==> src/rtl/atf_pkg.sv <==
package atf_pkg;
  // ----------------------------------------
  // Register map
  // ----------------------------------------
  localparam logic [7:0] LEC_OFFSET = 8'hf4;
  localparam logic [7:0] STAT_OFFSET = 8'hf0;
  localparam logic [7:0] RETRY_OFFSET = 8'hec;
  localparam logic [7:0] GATE_OFFSET = 8'he8;
  localparam int REORDER_DIS_BIT = 15;
  localparam int RSVD14_BIT = 14;
  localparam int THRESH_LSB = 12;
  localparam int THRESH_W = 2;
  localparam logic [1:0] THRESH_RESET = 2'h1;
  localparam logic [3:0] RETRY_RESET = 4'h0;
  // ----------------------------------------
  // Threshold codes and byte levels
  // ----------------------------------------
  localparam logic [1:0] THR_SAF = 2'h0;
  localparam logic [1:0] THR_1K7 = 2'h1;
  localparam logic [1:0] THR_1K = 2'h2;
  localparam logic [1:0] THR_512 = 2'h3;
  localparam int CNT_W = 12;
  localparam logic [11:0] LVL_2K = 12'h800;
  localparam logic [11:0] LVL_1K7 = 12'h6c0;
  localparam logic [11:0] LVL_1K = 12'h400;
  localparam logic [11:0] LVL_512 = 12'h200;
  typedef enum logic [1:0] {ATF_IDLE, ATF_FILL, ATF_SEND} atf_state_e;
endpackage : atf_pkg

==> src/rtl/atf_ctrl.sv <==
// Implementation choices: the address map and the Wishbone slave port.
`timescale 1ns/100ps
// Operation
// Bits 31..16 of the control word read zero; writes ignored.
// Reorder-disable bit set stops out-of-order transmit pipelining; resets zero.
// Software keeps bit 14 zero; it resets to zero.
// Start-level codes 0..3 select 2K, 1.7K, 1K, 512 bytes.
// Start-level field resets to code one, 1.7K bytes.
// Programmed level is used only until the first underrun.
// A retried packet uses 2K threshold, store-and-forward.
// Below 2K, start at level or on whole packet, whichever first.
// FIFO emptying mid-packet before its end is an underrun.
// After underrun, retransmit only once the whole packet is in.
// At 2K nothing is sent before the end-of-packet token arrives.
// Retries register zero forces store-and-forward.
// Software should normally keep the 1.7K setting.
// All writable fields return to defaults on reset.
// Enhancement bits only act while the gate bit is set.
// Count bytes checked in per packet; compare with threshold.
module atf_ctrl import atf_pkg::*; (
  input wire logic I_CLK,
  input wire logic I_SRST,
  input wire logic I_WB_CYC,
  input wire logic I_WB_STB,
  input wire logic I_WB_WE,
  input wire logic [7:0] I_WB_ADR,
  input wire logic [3:0] I_WB_SEL,
  input wire logic [31:0] I_WB_DAT,
  output logic [31:0] O_WB_DAT,
  output logic O_WB_ACK,
  input wire logic I_CHK_BYTE,
  input wire logic I_CHK_EOP,
  input wire logic I_FIFO_EMPTY,
  input wire logic I_TX_DONE,
  input wire logic I_RETRY,
  output logic O_TX_START,
  output logic O_TX_ACTIVE,
  output logic O_UNDERRUN,
  output logic O_REORDER_EN
);
  logic reorder_dis;
  logic rsvd14;
  logic [1:0] thresh;
  logic [3:0] retries;
  logic gate;
  logic [31:0] status;
  logic saf;
  logic [CNT_W-1:0] level;
  atf_state_e state_r;
  logic [CNT_W-1:0] count_r;
  logic eop_r;
  logic underran_r;
  logic retry_r;
  logic start;

  // ----------------------------------------
  // Register bus
  // ----------------------------------------
  atf_wb_slave u_wb (
    .i_clk(I_CLK),
    .i_rst(I_SRST),
    .i_cyc(I_WB_CYC),
    .i_stb(I_WB_STB),
    .i_we(I_WB_WE),
    .i_adr(I_WB_ADR),
    .i_sel(I_WB_SEL),
    .i_dat(I_WB_DAT),
    .i_status(status),
    .o_dat(O_WB_DAT),
    .o_ack(O_WB_ACK),
    .o_reorder_dis(reorder_dis),
    .o_rsvd14(rsvd14),
    .o_thresh(thresh),
    .o_retries(retries),
    .o_gate(gate)
  );

  assign status = {16'h0, count_r[11:0], 1'b0, underran_r, retry_r, eop_r};

  // ----------------------------------------
  // Threshold choice
  // ----------------------------------------
  // Without the gate the enhancement is off, so fall back to the safe mode
  assign saf = !gate || underran_r || retry_r || (retries == 4'h0);
  atf_level_sel u_lvl (
    .i_code(thresh),
    .i_saf(saf),
    .o_level(level)
  );

  // Level reached or whole packet in; 2K level is never hit before EOP
  assign start = eop_r || (!saf && thresh != THR_SAF && count_r >= level);

  // ----------------------------------------
  // Packet byte count
  // ----------------------------------------
  always_ff @(posedge I_CLK) begin
    if (I_SRST || (state_r == ATF_SEND && I_TX_DONE)) begin
      count_r <= '0;
      eop_r <= 1'b0;
    end else if (I_CHK_BYTE) begin
      if (count_r != {CNT_W{1'b1}}) begin
        count_r <= count_r + 1'b1;
      end
      if (I_CHK_EOP) begin
        eop_r <= 1'b1;
      end
    end
  end

  // ----------------------------------------
  // Underrun and retry memory
  // ----------------------------------------
  always_ff @(posedge I_CLK) begin
    if (I_SRST) begin
      underran_r <= 1'b0;
      retry_r <= 1'b0;
    end else begin
      if (state_r == ATF_SEND && I_FIFO_EMPTY && !eop_r && !I_TX_DONE) begin
        underran_r <= 1'b1;
      end
      if (I_RETRY) begin
        retry_r <= 1'b1;
      end else if (state_r == ATF_SEND && I_TX_DONE) begin
        retry_r <= 1'b0;
      end
    end
  end

  // ----------------------------------------
  // Transmit state
  // ----------------------------------------
  always_ff @(posedge I_CLK) begin
    if (I_SRST) begin
      state_r <= ATF_IDLE;
      O_TX_START <= 1'b0;
      O_TX_ACTIVE <= 1'b0;
      O_UNDERRUN <= 1'b0;
    end else begin
      O_TX_START <= 1'b0;
      O_UNDERRUN <= 1'b0;
      unique case (state_r)
        ATF_IDLE: begin
          if (I_CHK_BYTE) begin
            state_r <= ATF_FILL;
          end
        end
        ATF_FILL: begin
          if (start) begin
            state_r <= ATF_SEND;
            O_TX_START <= 1'b1;
            O_TX_ACTIVE <= 1'b1;
          end
        end
        ATF_SEND: begin
          if (I_TX_DONE) begin
            state_r <= ATF_IDLE;
            O_TX_ACTIVE <= 1'b0;
          end else if (I_FIFO_EMPTY && !eop_r) begin
            state_r <= ATF_FILL;
            O_TX_ACTIVE <= 1'b0;
            O_UNDERRUN <= 1'b1;
          end
        end
      endcase
    end
  end

  always_ff @(posedge I_CLK) begin
    if (I_SRST) begin
      O_REORDER_EN <= 1'b1;
    end else begin
      O_REORDER_EN <= !(gate && reorder_dis);
    end
  end
endmodule : atf_ctrl

==> src/rtl/atf_wb_slave.sv <==
`timescale 1ns/100ps
module atf_wb_slave import atf_pkg::*; (
  input wire logic i_clk,
  input wire logic i_rst,
  input wire logic i_cyc,
  input wire logic i_stb,
  input wire logic i_we,
  input wire logic [7:0] i_adr,
  input wire logic [3:0] i_sel,
  input wire logic [31:0] i_dat,
  input wire logic [31:0] i_status,
  output logic [31:0] o_dat,
  output logic o_ack,
  output logic o_reorder_dis,
  output logic o_rsvd14,
  output logic [1:0] o_thresh,
  output logic [3:0] o_retries,
  output logic o_gate
);
  logic req;
  logic [31:0] lec;
  assign req = i_cyc && i_stb && !o_ack;
  assign lec = {16'h0000, o_reorder_dis, o_rsvd14, o_thresh, 12'h000};

  // ----------------------------------------
  // Ack one cycle after request
  // ----------------------------------------
  always_ff @(posedge i_clk) begin
    if (i_rst) begin
      o_ack <= 1'b0;
    end else begin
      o_ack <= req;
    end
  end

  // ----------------------------------------
  // Writes; upper half stores only the gate bit 22
  // ----------------------------------------
  always_ff @(posedge i_clk) begin
    if (i_rst) begin
      o_reorder_dis <= 1'b0;
      o_rsvd14 <= 1'b0;
      o_thresh <= THRESH_RESET;
      o_retries <= RETRY_RESET;
      o_gate <= 1'b0;
    end else if (req && i_we) begin
      if (i_adr == LEC_OFFSET && i_sel[1]) begin
        o_reorder_dis <= i_dat[REORDER_DIS_BIT];
        o_rsvd14 <= i_dat[RSVD14_BIT];
        o_thresh <= i_dat[THRESH_LSB +: THRESH_W];
      end
      if (i_adr == RETRY_OFFSET && i_sel[0]) begin
        o_retries <= i_dat[3:0];
      end
      if (i_adr == GATE_OFFSET && i_sel[2]) begin
        o_gate <= i_dat[22];
      end
    end
  end

  always_ff @(posedge i_clk) begin
    if (i_rst) begin
      o_dat <= 32'h0;
    end else if (req && !i_we) begin
      unique case (i_adr)
        LEC_OFFSET: o_dat <= lec;
        STAT_OFFSET: o_dat <= i_status;
        RETRY_OFFSET: o_dat <= {28'h0, o_retries};
        GATE_OFFSET: o_dat <= {9'h0, o_gate, 22'h0};
        default: o_dat <= 32'h0;
      endcase
    end
  end
endmodule : atf_wb_slave

==> src/rtl/atf_level_sel.sv <==
`timescale 1ns/100ps
module atf_level_sel import atf_pkg::*; (
  input wire logic [1:0] i_code,
  input wire logic i_saf,
  output logic [CNT_W-1:0] o_level
);
  always_comb begin
    if (i_saf) begin
      o_level = LVL_2K;
    end else begin
      unique case (i_code)
        THR_SAF: o_level = LVL_2K;
        THR_1K7: o_level = LVL_1K7;
        THR_1K: o_level = LVL_1K;
        THR_512: o_level = LVL_512;
      endcase
    end
  end
endmodule : atf_level_sel

==> config.mk <==
export PLATFORM = sky130hd
export DESIGN_NAME = atf_ctrl
export DESIGN_NICKNAME = d
export VERILOG_FILES = /design/src/rtl/atf_pkg.sv /design/src/rtl/atf_ctrl.sv /design/src/rtl/atf_wb_slave.sv /design/src/rtl/atf_level_sel.sv
export SDC_FILE = /design/constraint.sdc
export NUM_CORES = 1
export LEC_CHECK = 0
export ABC_CLOCK_PERIOD_IN_PS = 3100
export CORE_MARGIN = 2
export CORE_UTILIZATION = 63
export DETAILED_ROUTE_END_ITERATION = 6
export DONT_BUFFER_PORTS = 1
export HOLD_SLACK_MARGIN = 0.02
export PLACE_DENSITY = 0.78
export SYNTH_ARGS = -nofsm -noshare
export SYNTH_HDL_FRONTEND = slang
export SYNTH_SLANG_ARGS = --single-unit
export TNS_END_PERCENT = 1
==> constraint.sdc <==
create_clock -name I_CLK -period 3.1 [get_ports I_CLK]
set_clock_uncertainty 0.1 [all_clocks]
set_input_delay 0.62 -clock I_CLK [delete_from_list [all_inputs] [get_ports I_CLK]]
set_output_delay 0.62 -clock I_CLK [all_outputs]
set_load 0.02 [all_outputs]
==> out/qor.csv, run 1 <==
metric,value,unit
status,"complete, no violations",
gp_congestion,0.839,
power_density,429,nW/µm²
final_max_slew_viol_count,0,
cap_violations,0,
synth_area_leaders,"dfxtp_1 (38%), ha_1 (5.5%), mux2i_1 (4.8%)",
worstSkewPairLatency,0.30,ns
whs,0.278,ns
cts_sinks,48,
cts_resized,0,
drt_iter0_markers,163,
clk_pin_slew,0.09,ns
seqCellArea,961,µm²
fin_total_pwr,0.00109,W
min_path_cells,1,
portBuffers,0,
cp_data_required_time,3.18,ns
hold_buffers,0,
nets,333,
core-area,3740,µm²
cp_num_buf_inv,1,
maxSlewHeadroom,0.425,
avgSynthCellArea,9.22,µm²
crit_type,register to register,
tns,0,ns
grt_pass1_vias,1670,
clockRootBuffer,clkbuf_8,
overflow,0,
placed_cells,309,
worstMarginPinSlew,0.859,ns
drive_above_1_share,0.0634,
fin_cells,316,
first_pass_iters,4,
async_flop_share,0,
finalCriticalPeriod,2.58,ns
grt_pass1_wl,7650,µm
reg2reg_from,u_wb.o_thresh[0]$_SDFFE_PP1P_,
reg2reg_to,O_TX_ACTIVE$_SDFFE_PP0P_,
cp_top_family,compound AO/OA/AOI/OAI gates,
critPathMaxStageDelay,0.42,ns
synth_cells,271,
die_w,67.0,µm
path_cells,inv_1 -> ha_1 -> nor2_1 -> nor4b_2 -> o21ai_0 -> ha_1 -> a211oi_1 -> nor2_1 -> a2111oi_0 -> nor3_1,
cts_tree,done,
leakagePower,1.05,nW
hpwl,3740,µm
cp_num_cells,10,
synth-edff-count,0,
routed_wl,4810,µm
clk_path_buf_depth,2,
ys.flop_type,dfxtp_1,
finalHoldViolCount,0,
post_cts_buffers,0,
r2r_slack,0.52,ns
yosysWarnings,0,
hp-class,input pin to register,
synth_cell_type_count,58,
peakVddDrop,0.270,mV
fp.dieH,67.0,µm
area_growth,1.55,%
crit_slowest_cell,dfxtp_1,
syn_area,2500,µm²
endpoint_kind,register,
viasPerCell,6.03,
initial_core_util,0.667,
arrival,2.65,ns
ant_nets,0,
ios,91,
h-tree-depth,2,
wl_per_cell,15.2,µm
grt_usage,0.225,
seq_area_frac_synth,0.385,
drc_errors,0,
nFillCells,327,
grt_max_degree,19,
worstPathMaxFanout,5,
setup_viol,0,
antenna_found_initial,0,
worst_hold_startpoint,I_SRST,
ys_ff_latch,48,
reg2reg_depth,10,
cts_made_buffers,5,
synth_top_area_cell,dfxtp_1,
min_to,u_wb.o_gate$_SDFFE_PP0P_,
antenna_cells,0,
rows,22,
rsz0062_at_grt,no,
cp-start-kind,register,
die-area,4480,µm²
fmax,388,MHz
multi_input_area,1380,µm²
num_vias,1907,
yosysTopAreaCellShare,0.385,
fin_crit_sh,0.832,
-- metal layers --
layer  part of all wire  track usage
met5                  0            0
met3              0.066       0.0541
met2               0.44        0.334
met1               0.48        0.317
met4              0.013       0.0791
-- layout make-up --
class | count | area share
Multi-Input combinational cell | 199 | 0.545
Sequential cell | 48 | 0.379
Clock buffer | 6 | 0.0286
Tap cell | 48 | 0.0237
Inverter | 13 | 0.0192
Timing Repair Buffer | 1 | 0.00296
Clock inverter | 1 | 0.00197
-- cell usage in the layout, fill, tap and decap left out, types with 7 or more instances in the layout --
cell,instances
nor2_1,20
conb_1,15
mux2i_1,12
ha_1,11
a21oi_1,12
nand4_1,7
o21ai_0,12
dfxtp_1,48
nand3_1,9
a22o_1,8
nand2_1,17
inv_1,13
nor3_1,9
-- cells in the mapped netlist, drive strengths merged (2+ instances only) --
| cell type | instances |
|---|---|
| and4b | 4 |
| nor2 | 20 |
| nand3 | 9 |
| dfxtp | 48 |
| a21oi | 12 |
| nand4 | 8 |
| nor2b | 2 |
| and3 | 4 |
| a22oi | 3 |
| clkbuf | 3 |
| a31oi | 2 |
| buf | 22 |
| o31ai | 2 |
| or3 | 3 |
| nor3 | 9 |
| o41ai | 2 |
| inv | 13 |
| nor4 | 3 |
| xnor2 | 4 |
| xor2 | 2 |
| mux2i | 12 |
| o21ai | 13 |
| and4bb | 2 |
| nand2b | 2 |
| ha | 11 |
| a21o | 4 |
| a22o | 8 |
| and2 | 2 |
| nand3b | 2 |
| and4 | 4 |
| nand2 | 17 |
-- sequential cells by signal (all words and copies together) (netlist names), 2 cells and up --
signal / cells
count_r: 12
u_wb.o_retries: 4
u_wb.o_dat: 17
state_r: 2
u_wb.o_thresh: 2
-- cells by family after synthesis --
| group | count (synthesis) | share of synthesized area |
|---|---|---|
| adders and majority gates | 11 | 0.0551 |
| xor gates and xnor gates | 6 | 0.0210 |
| other | 1 | 0.00150 |
| muxes | 12 | 0.0481 |
| DFF | 48 | 0.385 |
| buffers and inverters | 38 | 0.0832 |
| and+or+nand+nor | 98 | 0.232 |
| AOI/OAI and AO/OA | 57 | 0.174 |
-- where the power goes --
part / internal (W) / leakage, nW / switching [W]
registers: 0.000628 / 0.388 / 0.0000205
clock network: 0.000154 / 0.0410 / 0.000199
logic: 0.0000353 / 0.623 / 0.0000509
-- worst register-to-register path, delay by kind of cell (launching register included) --
kind                     cells  cell delay, ns
AO/OA/AOI/OAI                3            0.82
adder cells (fa/ha/maj)      2            0.51
buffers and inverters        1            0.09
flip-flops                   1            0.42
AND/OR/NAND/NOR              4            0.53
-- through the flow --
step	instance area (µm²)	utilization	setup WS [ns]
floorplan	2550	-	0.515
global placement	2460	0.657	0.553
global route	2540	0.677	0.245
finish	2540	0.677	0.521
CTS	2540	0.677	0.494
detailed placement	2460	0.657	0.521
-- how the worst max path moves through the flow --
stage                                        startpoint                  endpoint  slack (ns)
after floorplan           u_wb.o_thresh[0]$_SDFFE_PP1P_  O_TX_ACTIVE$_SDFFE_PP0P_        0.52
after global placement    u_wb.o_thresh[0]$_SDFFE_PP1P_  O_TX_ACTIVE$_SDFFE_PP0P_        0.55
after detailed placement  u_wb.o_thresh[0]$_SDFFE_PP1P_  O_TX_ACTIVE$_SDFFE_PP0P_        0.52
after CTS                 u_wb.o_thresh[0]$_SDFFE_PP1P_  O_TX_ACTIVE$_SDFFE_PP0P_        0.49
after global routing      u_wb.o_thresh[0]$_SDFFE_PP1P_  O_TX_ACTIVE$_SDFFE_PP0P_        0.25
final                     u_wb.o_thresh[0]$_SDFFE_PP1P_  O_TX_ACTIVE$_SDFFE_PP0P_        0.52
Power figures use the tool's default switching activity.
==> run 2: changes to the inputs <==
--- a/config.mk
+++ b/config.mk
@@ -5,13 +5,13 @@
 export SDC_FILE = /design/constraint.sdc
 export NUM_CORES = 1
 export LEC_CHECK = 0
-export ABC_CLOCK_PERIOD_IN_PS = 3100
+export ABC_CLOCK_PERIOD_IN_PS = 2200
 export CORE_MARGIN = 2
-export CORE_UTILIZATION = 63
+export CORE_UTILIZATION = 57
 export DETAILED_ROUTE_END_ITERATION = 6
 export DONT_BUFFER_PORTS = 1
 export HOLD_SLACK_MARGIN = 0.02
-export PLACE_DENSITY = 0.78
+export PLACE_DENSITY = 0.74
 export SYNTH_ARGS = -nofsm -noshare
 export SYNTH_HDL_FRONTEND = slang
 export SYNTH_SLANG_ARGS = --single-unit
==> constraint.sdc (replaced) <==
create_clock -name I_CLK -period 2.2 [get_ports I_CLK]
set_clock_uncertainty 0.1 [all_clocks]
set_input_delay 0.44 -clock I_CLK [delete_from_list [all_inputs] [get_ports I_CLK]]
set_output_delay 0.44 -clock I_CLK [all_outputs]
set_load 0.02 [all_outputs]
==> out/qor.csv, run 2 (synthesis results as in run 1) <==
metric,value,unit,change
status,"complete, no violations",,unchanged
reg2reg_from,u_wb.o_retries[3]$_SDFFE_PP0P_,,was u_wb.o_thresh[0]$_SDFFE_PP1P_
fmax,459,MHz,was 388 MHz
startpoint,u_wb.o_retries[3]$_SDFFE_PP0P_,,was u_wb.o_thresh[0]$_SDFFE_PP1P_
antenna_cells,0,,unchanged
wl_per_cell,15.5,µm,was 15.2 µm
ant_nets,0,,unchanged
endpoint_kind,register,,unchanged
grt_pass1_vias,1816,,was 1670
final_cell_mix,"dfxtp_1 (43), nor2_1 (19), nand2_1 (17), buf_4 (16), conb_1 (15)",,"was dfxtp_1 (48), nor2_1 (20), nand2_1 (17), conb_1 (15), inv_1 (13)"
finalCriticalPeriod,2.18,ns,was 2.58 ns
portBuffers,0,,unchanged
cts_sinks,48,,unchanged
clockRootBuffer,clkbuf_8,,unchanged
r2r_slack,0.02,ns,was 0.52 ns
overflow,0,,unchanged
hp-class,input pin to register,,unchanged
fin_crit_sh,0.989,,was 0.832
clk_path_buf_depth,2,,unchanged
place_area,2590,µm²,was 2460 µm²
drt_iter0_markers,123,,was 163
ios,91,,unchanged
worst_hold_startpoint,I_SRST,,unchanged
antenna_found_initial,0,,unchanged
rsz0062_at_grt,yes,,was no
hpwl,3880,µm,was 3740 µm
h-tree-depth,2,,unchanged
die_w,70.2,µm,was 67.0 µm
crit_type,register to register,,unchanged
cp_data_required_time,2.30,ns,was 3.18 ns
tns,0,ns,unchanged
cts_made_buffers,5,,unchanged
largest-register,u_wb.o_dat,,unchanged
reg.largest.list,"u_wb.o_dat: 17 flops, count_r: 12 flops, u_wb.o_retries: 4 flops",,unchanged
cp-start-kind,register,,unchanged
cts_tree,done,,unchanged
gp_congestion,0.834,,was 0.839
num_vias,1981,,was 1907
viasPerCell,5.90,,was 6.03
fp.dieH,70.2,µm,was 67.0 µm
arrival,2.27,ns,was 2.65 ns
power_density,582,nW/µm²,was 429 nW/µm²
design_area,2740,µm²,was 2540 µm²
final_util,0.639,,was 0.677
grt_usage,0.217,,was 0.225
grt_max_degree,19,,unchanged
peakVddDrop,0.482,mV,was 0.270 mV
drc_errors,0,,unchanged
cap_violations,0,,unchanged
nFillCells,364,,was 327
fin_cells,336,,was 316
setup_viol,0,,unchanged
clk_pin_slew,0.09,ns,about the same
hold_buffers,0,,unchanged
largest_reg_flops,17,,unchanged
placed_cells,326,,was 309
initial_core_util,0.582,,was 0.667
finalHoldViolCount,0,,unchanged
drive_above_1_share,0.169,,was 0.0634
nets,348,,was 333
first_pass_iters,4,,unchanged
rows,24,,was 22
core-area,4290,µm²,was 3740 µm²
routed_wl,5200,µm,was 4810 µm
area_growth,9.87,%,was 1.55%
grt_pass1_wl,8420,µm,was 7650 µm
final_max_slew_viol_count,0,,unchanged
layout_commonest_cell,dfxtp_1,,unchanged
leakagePower,1.15,nW,was 1.05 nW
worstPathMaxFanout,3,,was 5
die-area,4930,µm²,was 4480 µm²
worstSkewPairLatency,0.30,ns,about the same
run 2: cell types whose count changed in the layout (fill, tap and decap cells not counted), moves of 2 or more:
| cell | previous run | this run |
|---|---|---|
| inv_1 | 13 | 11 |
| nor4_1 | 3 | 1 |
| inv_2 | 0 | 2 |
| dfxtp_2 | 0 | 5 |
| buf_4 | 1 | 16 |
| dfxtp_1 | 48 | 43 |
run 2: power by group:
part / internal [W] / switching, W
clock network: 0.000256 / 0.000294
registers: 0.000885 / 0.0000285
logic: 0.0000557 / 0.0000773
total: 0.00120 / 0.000400
run 2: path summary, 6_finish.rpt:
path	endpoint	depth (start not counted)
max reg2reg	state_r[0]$_SDFFE_PP0P_	11
max	state_r[0]$_SDFFE_PP0P_	11
min	u_wb.o_retries[2]$_SDFFE_PP0P_	1
min reg2reg	O_REORDER_EN$_SDFF_PP1_	1
run 2: layout make-up:
type	count	area [µm²]	share of cell area
Sequential cell	48	967	0.352
Inverter	13	48.8	0.0178
Clock buffer	7	86.3	0.0315
Multi-Input combinational cell	199	1450	0.528
Tap cell	52	65.1	0.0237
Timing Repair Buffer	16	120	0.0438
Clock inverter	1	7.51	0.00274
run 2: critical path: stages, from the launching register on:
cell      delay [ns]
dfxtp_2         0.35
nor4_4          0.27
buf_4           0.17
nor4_2          0.05
nand2_1         0.09
inv_1           0.05
ha_1            0.26
nand4b_1        0.12
o221ai_2        0.26
buf_4           0.17
nand2_1         0.04
a21o_1          0.14
run 2: metrics by stage:
step	power (W)	hold WS, ns	worst slack [ns]
5_1_grt	0.00165	0.0791	-0.111
3_3_place_gp	0.00106	0.336	-0.00142
2_1_floorplan	0.00106	0.281	-0.0784
6_report	0.00160	0.0869	0.0231
4_1_cts	0.00159	0.0855	0.00361
3_5_place_dp	0.00106	0.334	-0.0365
run 2: what timing repair did:
action | in CTS | in global routing
endpoints found under the setup margin | 2 | 4
buffers inserted | 2 | 0
gates resized for setup | 2 | 7
hold endpoints to repair | 0 | 0
pin swaps | 5 | 6
run 2: per-layer routing:
metal | GRT usage | vias to the layer above | part of all wire | routed length [µm]
met5 | 0 | - | 0 | 0
met4 | 0.0684 | 0 | 0.0096 | 50
met3 | 0.0779 | 6 | 0.077 | 403
met2 | 0.315 | 65 | 0.45 | 2350
met1 | 0.302 | 924 | 0.46 | 2400
li1 | - | 986 | - | -
==> run 3: changes to the inputs <==
--- a/config.mk
+++ b/config.mk
@@ -6,12 +6,14 @@
 export NUM_CORES = 1
 export LEC_CHECK = 0
 export ABC_CLOCK_PERIOD_IN_PS = 2200
+export CELL_PAD_IN_SITES_DETAIL_PLACEMENT = 0
+export CELL_PAD_IN_SITES_GLOBAL_PLACEMENT = 1
 export CORE_MARGIN = 2
-export CORE_UTILIZATION = 57
+export CORE_UTILIZATION = 41
 export DETAILED_ROUTE_END_ITERATION = 6
 export DONT_BUFFER_PORTS = 1
 export HOLD_SLACK_MARGIN = 0.02
-export PLACE_DENSITY = 0.74
+export PLACE_DENSITY = 0.73
 export SYNTH_ARGS = -nofsm -noshare
 export SYNTH_HDL_FRONTEND = slang
 export SYNTH_SLANG_ARGS = --single-unit
==> out/qor.csv, run 3 (synthesis results as in run 1) <==
metric,value,unit,change
reg2reg_depth,11,,unchanged
met2_usage,0.249,,was 0.315
maxSlewHeadroom,0.645,,
nets,354,,was 348
critPathMaxStageDelay,0.35,ns,about the same
routed_wl,5540,µm,was 5200 µm
antenna_cells,0,,unchanged
final_cell_mix,"dfxtp_1 (42), buf_4 (22), nor2_1 (18), nand2_1 (17), conb_1 (15)",,"was dfxtp_1 (43), nor2_1 (19), nand2_1 (17), buf_4 (16), conb_1 (15)"
design_area,2880,µm²,was 2740 µm²
cp_data_required_time,2.30,ns,about the same
hp-class,input pin to register,,unchanged
fin_cells,365,,was 336
cap_violations,0,,unchanged
wl_per_cell,15.2,µm,was 15.5 µm
fp.dieH,82.0,µm,was 70.2 µm
r2r_slack,-0.02,ns,was 0.02 ns
min_path_cells,1,,unchanged
hpwl,4130,µm,was 3880 µm
grt_pass1_wl,8380,µm,was 8420 µm
viasPerCell,5.40,,was 5.90
largest_reg_flops,17,,unchanged
place_ws,-0.220,ns,was -0.0365 ns
cts_sinks,48,,unchanged
reg2reg_from,u_wb.o_thresh[0]$_SDFFE_PP1P_,,was u_wb.o_retries[3]$_SDFFE_PP0P_
grt.busiest_layer,met2,,unchanged
violations,negative setup slack,,
status,finished with violations,,"was complete, no violations"
endpoint_kind,register,,unchanged
drive_above_1_share,0.193,,was 0.169
area_growth,15.2,%,was 9.87%
leakagePower,1.20,nW,was 1.15 nW
grt_pass1_vias,1755,,was 1816
peakVddDrop,0.294,mV,was 0.482 mV
multi_input_area,1480,µm²,was 1450 µm²
first_pass_iters,4,,unchanged
cp_num_buf_inv,2,,was 3
final_max_slew_viol_count,0,,unchanged
grt_usage,0.165,,was 0.217
cp_top_family,compound AO/OA/AOI/OAI gates,,was simple AND/OR/NAND/NOR gates
worstMarginPinSlew,0.532,ns,
antenna_found_initial,0,,unchanged
finalHoldViolCount,0,,unchanged
drc_errors,0,,unchanged
h-tree-depth,2,,unchanged
fmax,451,MHz,was 459 MHz
cp_num_cells,11,,unchanged
rows,28,,was 24
placed_cells,352,,was 326
die-area,6730,µm²,was 4930 µm²
fin_total_pwr,0.00172,W,was 0.00160 W
reg.largest.list,"u_wb.o_dat: 17 flops, count_r: 12 flops, u_wb.o_retries: 4 flops",,unchanged
ios,91,,unchanged
layout_commonest_cell,dfxtp_1,,unchanged
clockRootBuffer,clkbuf_8,,unchanged
path_cells,inv_2 -> ha_4 -> nor2_2 -> nor4b_4 -> o21ai_1 -> ha_1 -> a211oi_2 -> nor2_2 -> buf_4 -> a32oi_1 -> nand2_1,,was nor4_4 -> buf_4 -> nor4_2 -> nand2_1 -> inv_1 -> ha_1 -> nand4b_1 -> o221ai_2 -> buf_4 -> nand2_1 -> a21o_1
portBuffers,0,,unchanged
overflow,0,,unchanged
setup_slack,-0.0171,ns,was 0.0231 ns
drt_iter0_markers,87,,was 123
core-area,5920,µm²,was 4290 µm²
worstSkewPairLatency,0.31,ns,was 0.30 ns
cts_made_buffers,5,,unchanged
grtUsageMet3,0.0484,,was 0.0779
clk_path_buf_depth,2,,unchanged
setup_viol,2,,was 0
gp_congestion,0.756,,was 0.834
worstPathMaxFanout,3,,unchanged
crit_type,register to register,,unchanged
arrival,2.32,ns,was 2.27 ns
cts_tree,done,,unchanged
power_density,599,nW/µm²,was 582 nW/µm²
fin_crit_sh,1.01,,was 0.989
worst_hold_startpoint,I_SRST,,unchanged
clk_pin_slew,0.10,ns,was 0.09 ns
initial_core_util,0.422,,was 0.582
path_common_cell,nor2_2,,
cp-start-kind,register,,unchanged
crit_slowest_cell,dfxtp_2,,unchanged
seqCellArea,971,µm²,was 967 µm²
nFillCells,566,,was 364
rsz0062_at_grt,yes,,unchanged
use_met1,0.223,,was 0.302
num_vias,1972,,was 1981
place_area,2640,µm²,was 2590 µm²
finalCriticalPeriod,2.22,ns,was 2.18 ns
reg2reg_to,state_r[1]$_SDFFE_PP0P_,,was state_r[0]$_SDFFE_PP0P_
largest-register,u_wb.o_dat,,unchanged
die_w,82.0,µm,was 70.2 µm
ant_nets,0,,unchanged
min_to,u_wb.o_retries[3]$_SDFFE_PP0P_,,was u_wb.o_retries[2]$_SDFFE_PP0P_
grt_max_degree,19,,unchanged
[run 3: cell count changes in the layout (fill, tap and decap cells not counted), sizes merged]
cell,before,now
clkinv,0,1
clkinvlp,1,0
bufinv,0,1
buf,16,22
clkbuf,7,6
[run 3: per-stage QoR]
step | TNS, ns | utilization | hold WS (ns)
final | -0.0277 | 0.486 | 0.0806
after global routing | -0.400 | 0.486 | 0.0657
after CTS | 0 | 0.477 | 0.0784
after detailed placement | -0.565 | 0.446 | 0.322
after global placement | -0.392 | 0.446 | 0.311
after floorplan | -0.0784 | - | 0.281
[run 3: worst max path at each step]
stage	start	end
5_1_grt	u_wb.o_thresh[0]$_SDFFE_PP1P_	state_r[1]$_SDFFE_PP0P_
6_report	u_wb.o_thresh[0]$_SDFFE_PP1P_	state_r[1]$_SDFFE_PP0P_
3_5_place_dp	u_wb.o_retries[3]$_SDFFE_PP0P_	O_TX_ACTIVE$_SDFFE_PP0P_
3_3_place_gp	u_wb.o_retries[3]$_SDFFE_PP0P_	O_TX_ACTIVE$_SDFFE_PP0P_
2_1_floorplan	u_wb.o_thresh[1]$_SDFFE_PP0P_	O_TX_ACTIVE$_SDFFE_PP0P_
4_1_cts	u_wb.o_retries[1]$_SDFFE_PP0P_	O_TX_ACTIVE$_SDFFE_PP0P_
[run 3: per-layer routing]
metal	share of wire	wire length [µm]	up-vias
met5	0	0	-
met4	0.011	62	0
met3	0.058	320	9
met2	0.44	2420	53
met1	0.49	2740	912
li1	-	-	998
[run 3: repair_timing]
item,CTS,global route
setup buffers,4,1
pin swaps,6,14
endpoints found under the setup margin,4,4
hold buffers,0,0
gates resized for setup,5,10
endpoints found under the hold margin,0,0
[run 3: power breakdown]
part,internal (W),switching (W),total [W]
Sequential,0.000884,0.0000300,0.000914
Clock,0.000372,0.000310,0.000682
Combinational,0.0000544,0.0000734,0.000128
[run 3: final cells by class]
| type | count | area share |
|---|---|---|
| Clock buffer | 6 | 0.0287 |
| Clock inverter | 2 | 0.0135 |
| Inverter | 13 | 0.0170 |
| Multi-Input combinational cell | 199 | 0.513 |
| Sequential cell | 48 | 0.338 |
| Tap cell | 75 | 0.0326 |
| Timing Repair Buffer | 22 | 0.0574 |
[run 3: worst register-to-register path: cells and delay by family (launching register included)]
family / cells / cell delay, ns
flip-flops: 1 / 0.35
buffers and inverters: 2 / 0.19
AO/OA/AOI/OAI: 3 / 0.53
adder cells (fa/ha/maj): 2 / 0.49
AND/OR/NAND/NOR: 4 / 0.45
